--- src/inc/bccd_pkg.sv ---
// Constants and types for the battery charger command decoder
package bccd_pkg;
   // Serial word and frame geometry
   localparam int BCCD_WORD_BITS = 22;
   localparam int BCCD_RESULT_BITS = 10;
   localparam int BCCD_STATUS_BITS = 8;
   localparam int BCCD_FRAME_BITS = 28;
   localparam logic [21:0] BCCD_CFG_RESET = 22'h000000;
   localparam logic [4:0] BCCD_POS_START = 5'h01;
   localparam logic [4:0] BCCD_POS_FIRST = 5'h02;
   localparam logic [4:0] BCCD_POS_LAST = 5'h16;
   localparam logic [4:0] BCCD_LEN_MSB_ONLY = 5'h12;
   localparam logic [4:0] BCCD_LEN_BOTH = 5'h1C;
   localparam int BCCD_FAULT_CLEAR_IDX = 16;
   // Timing of the fail-safe timer
   localparam longint BCCD_CLK_HZ = 200000000;
   localparam longint BCCD_MINUTE_S = 60;
   localparam longint BCCD_MINUTE_CYCLES = BCCD_CLK_HZ * BCCD_MINUTE_S;
   localparam logic [8:0] BCCD_TIMEOUT_BASE_MIN = 9'h005;
   localparam logic [2:0] BCCD_TIMEOUT_OFF = 3'h7;
   localparam logic [2:0] BCCD_DUTY_FULL = 3'h4;
   localparam logic [4:0] BCCD_ONE_SLOT = 5'h01;
   localparam logic [2:0] BCCD_PIN_RESET = 3'h1;

   // Operating mode, high bit then low bit
   typedef enum logic [1:0] {
      BCCD_IDLE,
      BCCD_DISCHARGE,
      BCCD_CHARGE,
      BCCD_GAUGE
   } bccd_mode_t;

   // Serial port sequencer
   typedef enum logic [1:0] {
      BCCD_WAIT_START,
      BCCD_CAPTURE,
      BCCD_SEND,
      BCCD_DONE
   } bccd_state_t;

   // Stored command word, bit p-1 holds position p
   typedef struct packed {
      logic sense_reference_select1;
      logic sense_reference_select0;
      logic [2:0] timeout_select;
      logic fault_latch_clear;
      logic [2:0] loop_duty_ratio;
      logic power_down_bit;
      logic [3:0] attenuator_ratio;
      logic [2:0] adc_source_select;
      logic high_bit_first;
      logic adc_input_polarity;
      logic operating_mode_high;
      logic operating_mode_low;
      logic start;
   } bccd_cfg_t;
endpackage : bccd_pkg

--- src/rtl/bccd_top.sv ---
// Serial command receiver and decoder of the battery charger
`timescale 1ns/1ps
module bccd_top import bccd_pkg::*; #(
   parameter logic [33:0] MINUTE_CYCLES = 34'(BCCD_MINUTE_CYCLES)
) (
   input wire logic i_sys_clk,
   input wire logic i_rst_b,
   input wire logic i_ce,
   input wire logic i_cs_b,
   input wire logic i_sclk,
   input wire logic i_din,
   input wire logic [9:0] i_adc_result,
   input wire logic [7:0] i_status,
   output logic o_dout,
   output logic o_dout_en_b,
   output logic [1:0] o_mode,
   output logic o_power_down,
   output logic o_analog_on,
   output logic o_regulator_on,
   output logic o_divider_connect,
   output logic o_discharge_en,
   output logic o_charge_en,
   output logic o_gauge_en,
   output logic o_adc_ref_sense,
   output logic [2:0] o_adc_source,
   output logic [4:0] o_divide_by,
   output logic [4:0] o_loop_slots,
   output logic [1:0] o_sense_ref,
   output logic o_fault_clear,
   output logic o_timeout
);

   // Refuse a minute length the prescaler cannot count
   if (MINUTE_CYCLES == 34'h0) begin : g_bad_minute
      $error("MINUTE_CYCLES must be nonzero");
   end

   logic [2:0] pin_meta;
   logic [2:0] pin_sync;
   logic sclk_prev;
   logic cs_low_prev;
   bccd_state_t state;
   bccd_state_t next_state;
   logic [4:0] bit_pos;
   logic [4:0] next_bit_pos;
   logic [21:0] cfg_word;
   logic [27:0] out_sr;
   logic [4:0] out_left;
   logic [33:0] prescale;
   logic [8:0] minutes;

   // Pins pass two flip-flops: cs_b, sclk, din
   always_ff @(posedge i_sys_clk or negedge i_rst_b) begin
      if (!i_rst_b) begin
         pin_meta <= BCCD_PIN_RESET;
         pin_sync <= BCCD_PIN_RESET;
         sclk_prev <= 1'b0;
         cs_low_prev <= 1'b0;
      end else if (i_ce) begin
         pin_meta <= {i_din, i_sclk, i_cs_b};
         pin_sync <= pin_meta;
         sclk_prev <= pin_sync[1];
         cs_low_prev <= !pin_sync[0];
      end
   end

   // Edge and level decode of the synchronised pins
   wire cs_low = !pin_sync[0];
   wire din_bit = pin_sync[2];
   wire sclk_rise = pin_sync[1] && !sclk_prev;
   wire sclk_fall = !pin_sync[1] && sclk_prev;
   wire cs_rise = cs_low_prev && !cs_low;
   wire in_wait = (state == BCCD_WAIT_START);
   wire in_capture = (state == BCCD_CAPTURE);
   wire capture_en = cs_low && sclk_rise &&
      (in_capture || (in_wait && din_bit));
   wire word_done = capture_en && in_capture &&
      (bit_pos == BCCD_POS_LAST);
   wire send_bit = (state == BCCD_SEND) && cs_low && sclk_fall;

   // Stored word seen through its field layout
   bccd_cfg_t cfg;
   assign cfg = bccd_cfg_t'(cfg_word);

   // One capture flop per word position
   for (genvar k = 0; k < BCCD_WORD_BITS; k++) begin : g_cfg
      wire hit = capture_en && (bit_pos == 5'(k + 1));
      wire drop = (k == BCCD_FAULT_CLEAR_IDX) && cs_rise;
      always_ff @(posedge i_sys_clk or negedge i_rst_b) begin
         if (!i_rst_b) begin
            cfg_word[k] <= BCCD_CFG_RESET[k];
         end else if (i_ce) begin
            if (hit) begin
               cfg_word[k] <= din_bit;
            end else if (drop) begin
               cfg_word[k] <= 1'b0;
            end
         end
      end
   end

   // Sequencer next state
   always_comb begin
      next_state = state;
      next_bit_pos = bit_pos;
      if (!cs_low) begin
         next_state = BCCD_WAIT_START;
         next_bit_pos = BCCD_POS_START;
      end else begin
         case (state)
            BCCD_WAIT_START: begin
               if (capture_en) begin
                  next_state = BCCD_CAPTURE;
                  next_bit_pos = BCCD_POS_FIRST;
               end
            end
            BCCD_CAPTURE: begin
               if (word_done) begin
                  next_state = BCCD_SEND;
               end else if (capture_en) begin
                  next_bit_pos = bit_pos + 5'h01;
               end
            end
            BCCD_SEND: begin
               if (send_bit && out_left == 5'h01) begin
                  next_state = BCCD_DONE;
               end
            end
            BCCD_DONE: begin
               next_state = BCCD_DONE;
            end
            default: begin
               next_state = BCCD_WAIT_START;
               next_bit_pos = BCCD_POS_START;
            end
         endcase
      end
   end

   // Result frame: MSB first, optional LSB-first copy, then status
   wire [9:0] result_rev = {<<{i_adc_result}};
   wire [27:0] frame_msb = {i_adc_result, i_status, 10'h000};
   wire [27:0] frame_both = {i_adc_result, result_rev, i_status};
   wire [27:0] frame = cfg.high_bit_first ? frame_msb : frame_both;
   wire [4:0] frame_len = cfg.high_bit_first ? BCCD_LEN_MSB_ONLY :
      BCCD_LEN_BOTH;

   // Sequencer state and output shifter
   always_ff @(posedge i_sys_clk or negedge i_rst_b) begin
      if (!i_rst_b) begin
         state <= BCCD_WAIT_START;
         bit_pos <= BCCD_POS_START;
         out_sr <= 28'h0000000;
         out_left <= 5'h00;
         o_dout <= 1'b0;
         o_dout_en_b <= 1'b1;
      end else if (i_ce) begin
         state <= next_state;
         bit_pos <= next_bit_pos;
         if (!cs_low) begin
            o_dout_en_b <= 1'b1;
         end else if (word_done) begin
            out_sr <= frame;
            out_left <= frame_len;
         end else if (send_bit) begin
            o_dout <= out_sr[27];
            o_dout_en_b <= 1'b0;
            out_sr <= {out_sr[26:0], 1'b0};
            out_left <= out_left - 5'h01;
         end
      end
   end

   // Field decode into the analog controls
   wire pd = cfg.power_down_bit;
   wire [1:0] mode_bits = {cfg.operating_mode_high, cfg.operating_mode_low};
   wire run_charge = !pd && (mode_bits == BCCD_CHARGE);
   wire run_discharge = !pd && (mode_bits == BCCD_DISCHARGE);
   wire run_gauge = !pd && (mode_bits == BCCD_GAUGE);
   wire [4:0] next_divide_by = {1'b0, cfg.attenuator_ratio} + 5'h01;
   wire duty_ok = (cfg.loop_duty_ratio <= BCCD_DUTY_FULL);
   wire [4:0] next_loop_slots = duty_ok ?
      5'(BCCD_ONE_SLOT << cfg.loop_duty_ratio) : 5'h00;
   wire fault_clr = cfg.fault_latch_clear;

   // Fail-safe limit and timer decode
   wire timeout_off = (cfg.timeout_select == BCCD_TIMEOUT_OFF);
   wire [8:0] limit_min = 9'(BCCD_TIMEOUT_BASE_MIN << cfg.timeout_select);
   wire minute_tick = (prescale == MINUTE_CYCLES - 34'h1);
   wire timer_run = run_charge && !o_timeout;
   wire timeout_set = timer_run && !timeout_off &&
      (minutes >= limit_min);

   // Fail-safe charge timer in minutes
   always_ff @(posedge i_sys_clk or negedge i_rst_b) begin
      if (!i_rst_b) begin
         prescale <= 34'h000000000;
         minutes <= 9'h000;
      end else if (i_ce) begin
         if (fault_clr) begin
            prescale <= 34'h000000000;
            minutes <= 9'h000;
         end else if (timer_run) begin
            prescale <= minute_tick ? 34'h000000000 : prescale + 34'h1;
            if (minute_tick && minutes != 9'h1FF) begin
               minutes <= minutes + 9'h001;
            end
         end
      end
   end

   // Registered controls; timeout flag set wins over clear
   always_ff @(posedge i_sys_clk or negedge i_rst_b) begin
      if (!i_rst_b) begin
         o_mode <= 2'h0;
         o_power_down <= 1'b0;
         o_analog_on <= 1'b0;
         o_regulator_on <= 1'b0;
         o_divider_connect <= 1'b0;
         o_discharge_en <= 1'b0;
         o_charge_en <= 1'b0;
         o_gauge_en <= 1'b0;
         o_adc_ref_sense <= 1'b0;
         o_adc_source <= 3'h0;
         o_divide_by <= 5'h01;
         o_loop_slots <= 5'h01;
         o_sense_ref <= 2'h0;
         o_fault_clear <= 1'b0;
         o_timeout <= 1'b0;
      end else if (i_ce) begin
         o_mode <= mode_bits;
         o_power_down <= pd;
         o_analog_on <= !pd;
         o_regulator_on <= !pd;
         o_divider_connect <= !pd && !run_gauge;
         o_discharge_en <= run_discharge && !o_timeout;
         o_charge_en <= timer_run && !timeout_set;
         o_gauge_en <= run_gauge;
         o_adc_ref_sense <= cfg.adc_input_polarity;
         o_adc_source <= cfg.adc_source_select;
         o_divide_by <= next_divide_by;
         o_loop_slots <= next_loop_slots;
         o_sense_ref <= {cfg.sense_reference_select1,
            cfg.sense_reference_select0};
         o_fault_clear <= fault_clr;
         o_timeout <= timeout_set || (o_timeout && !fault_clr);
      end
   end
endmodule : bccd_top

--- config.mk ---
export PLATFORM = sky130hd
export DESIGN_NAME = bccd_top
export DESIGN_NICKNAME = d
export VERILOG_FILES = /design/src/inc/bccd_pkg.sv /design/src/rtl/bccd_top.sv
export SDC_FILE = /design/constraint.sdc
export NUM_CORES = 1
export LEC_CHECK = 0
export BUFFER_PORTS_ARGS = -buffer_cell sky130_fd_sc_hd__clkbuf_2
export CORE_UTILIZATION = 65
export DETAILED_ROUTE_END_ITERATION = 10
export PLACE_DENSITY = 0.85
export SYNTH_ARGS = -nofsm -noshare
export SYNTH_HDL_FRONTEND = slang
export SYNTH_SLANG_ARGS = --single-unit
--- constraint.sdc ---
create_clock -name i_sys_clk -period 5.79 [get_ports i_sys_clk]
set_input_delay 0.579 -clock i_sys_clk [delete_from_list [all_inputs] [get_ports i_sys_clk]]
set_output_delay 0.579 -clock i_sys_clk [all_outputs]
set_load 0.01 [all_outputs]
==> impl_metrics.toml <==
[status]
status = "completed"

[pwr]
swShare_pct = 27.4
seqPwrFrac_pct = 42.8
p_per_area_nw_per_um2 = 332
ir_drop_uv = 282
internal_power_uw = 1950
finalPower_uw = 2690
power_frac_clock_pct = 44.5
p_leak_uw = 0.00361
comb_power_share_pct = 12.8
p_sw_uw = 736

[flow_run]
cap_viol_max_count = 0

[yosys]
synth_fp_nets = 801
synth_cells = 757
synth_area_leaders = "dfrtp_1, nand2_1, o21ai_0"
ys_top_cells_by_count = "dfrtp_1, nand2_1, o21ai_0"
synth_area_sq_um = 7130
yosys.area.top_type_share_pct = 47.0
async_flop_share_pct = 100
yosys_warnings = 0
synth_area_per_cell_sq_um = 9.42
synth-edff-count = 0
synth_most_common_cell = "dfrtp_1"
ys.flop_type = "dfrtp_1"
ys_types = 58
synth_top_area_cell = "dfrtp_1"
seq_area_frac_synth_pct = 49.2
ys_ff_latch = 140

[setup_path]
cp.depth = 8
arrival_ns = 4.07
reg2reg_depth = 8
required_ns = 6.24
path_cells = "inv_1, ha_1, nand2_1, nor3_1, nand2_1, o21ai_1, nor2_1, a31oi_1"
path_max_fanout = 34
cp-start-kind = "flip-flop"
cp_slowest_cell = "o21ai_1"
critPathBufInv = 1
critical_path_class = "reg2reg"
endpoint = "out_sr[18]"
reg2reg_to = "out_sr[18]"
reg2reg_from = "bit_pos[0]"
cpMostUsedCell = "nand2_1"
cp-end-kind = "flip-flop"
max_stage_delay_ns = 1.21
reg2reg_slack_ns = 2.16
crit_family = "compound AO/OA/AOI/OAI gates"
startpoint = "bit_pos[0]"

[layout]
fin_nets = 837
layout-drive-gt1-share_pct = 17.0
finalNonFillerCells = 942
syn2layout_area_growth_pct = 13.5
diodes = 0
fillers = 679

[clocking]
clkLatencyLatePin_ns = 0.54
postCtsHoldBufs = 0
htreeDepth = 4
cts_tree = "done"
clock_sinks = 140
clockBufferDepth = 2
cts_resized = 0
cts.reportedPaths.clkPinSlew_ns = 0.06
cts_buffers = 17
postCtsSetupRepairBufs = 0
cts-root-buf = "clkbuf_8"

[timing]
layout_min_cycle_time_ns = 3.63
fin_skew_ns = 0.00627
finalSetupTns_ns = 0
hold_viol = 0
grt_setup_unrepaired = "no"
maxSlewHeadroom_pct = 18.4
fmax_ghz = 0.276
setup_viol = 0
min_period_over_period_pct = 62.6
tightest_slew_ns = 1.22
slew_violations = 0

[route]
drtIter0Drc = 423
vias = 5903
avgRoutedWirePerCell_microns = 17.3
drc = 0
first_pass_iters = 6
ant_nets = 0
drt-total-wl_microns = 16300
vias_per_cell = 6.27

[die]
die-height_microns = 107
die_area_sq_um = 11400
ios = 53
fp.dieW_microns = 107
coreArea_sq_um = 10500
floorplan.initialDensity_pct = 68.2
fp-row-count = 37

[grt]
grt_busiest_layer = "met2"
met3_usage_pct = 6.81
grt_usage_pct = 30.7
grt_overflow_total = 0
use_met1_pct = 39.5
grt_max_degree = 91
grt_pass1_vias = 5710
antenna_found_initial = 0
met2_usage_pct = 50.8
grt_pass1_wl_microns = 27100

[placed_design]
place_hpwl_microns = 10400
numPortBuffers = 52
dp_cells = 910
gp_congestion = 0.844

[hold_path]
worstHoldPathType = "in2async"
## power by group through the flow
stage	clock network [uW]	logic (uW)	registers, uW
floorplan	0	248	1130
global placement	0	319	1150
detailed placement	0	332	1160
CTS	1200	340	1150
global route	1240	379	1160
finish	1200	343	1150
## layout by cell type (no fill, tap or decap), drive strengths merged, types with 6 or more instances in the layout
| master | netlist | routed |
|---|---|---|
| inv | 23 | 25 |
| nand2b | 11 | 11 |
| nor4 | 7 | 7 |
| a21oi | 36 | 36 |
| buf | 6 | 7 |
| mux2 | 29 | 29 |
| a31oi | 28 | 28 |
| nor2 | 65 | 65 |
| nor2b | 6 | 6 |
| xnor2 | 7 | 7 |
| ha | 20 | 20 |
| o21ai | 72 | 72 |
| nand2 | 114 | 114 |
| dfstp | 6 | 6 |
| nor3b | 12 | 12 |
| dfrtp | 134 | 134 |
| nand4 | 20 | 20 |
| mux2i | 8 | 8 |
| nand3 | 19 | 19 |
| and3 | 13 | 13 |
| o21a | 7 | 7 |
| clkbuf | 35 | 70 |
| xor2 | 12 | 12 |
| nor3 | 12 | 12 |
## cells by family after synthesis
logic type / after synthesis / synth area share, %
simple gates: 306 / 21.2
compound gates: 171 / 14.3
xor+xnor: 19 / 2.33
buf+inv: 64 / 3.72
mux: 37 / 5.70
flops: 140 / 49.2
fa+ha+maj: 20 / 3.51
## per-layer routing
layer	wire [microns]	part of all wire, %	up-vias
met1	6940	43	2890
met5	0	0	-
met3	913	5.6	38
met2	8120	50	222
met4	324	2.0	0
li1	-	-	2753
## through the flow
| step | hold WS (ns) | instance area (sq um) | utilization [%] | setup WS, ns |
|---|---|---|---|---|
| floorplan | 0.283 | 7130 | - | 3.30 |
| CTS | 0.148 | 8100 | 77.4 | 2.24 |
| global placement | 0.458 | 7450 | 71.2 | 2.50 |
| global route | 0.153 | 8100 | 77.4 | 1.87 |
| finish | 0.0806 | 8100 | 77.4 | 2.16 |
| detailed placement | 0.466 | 7450 | 71.2 | 2.26 |
## registers in the layout, summed over array words and instances (netlist names), 3 cells and up
signal and flops:
bit_pos 5, cfg 19, minutes 9, o_adc_source 3, o_divide_by 5, o_loop_slots 5, out_left 5, out_sr 28
pin_meta 3, pin_sync 3, prescale 34
## worst min-delay path by stage
stage | endpoint | depth (start not counted)
after floorplan | bit_pos[1] | 0
after global placement | out_sr[14] | 2
after detailed placement | out_sr[12] | 2
after CTS | prescale[23] | 1
after global routing | prescale[23] | 1
final | prescale[23] | 1
## layout make-up
class	count	area, sq um	area share (%)
inverter	23	86.3	1.07
sequential	140	3510	43.4
timing repair buffer	58	312	3.85
clock buffer	19	432	5.33
clock inverter	13	214	2.64
tap	136	170	2.10
multi-input combinational	553	3370	41.7
Note: power is estimated with default switching activity, not from simulation.
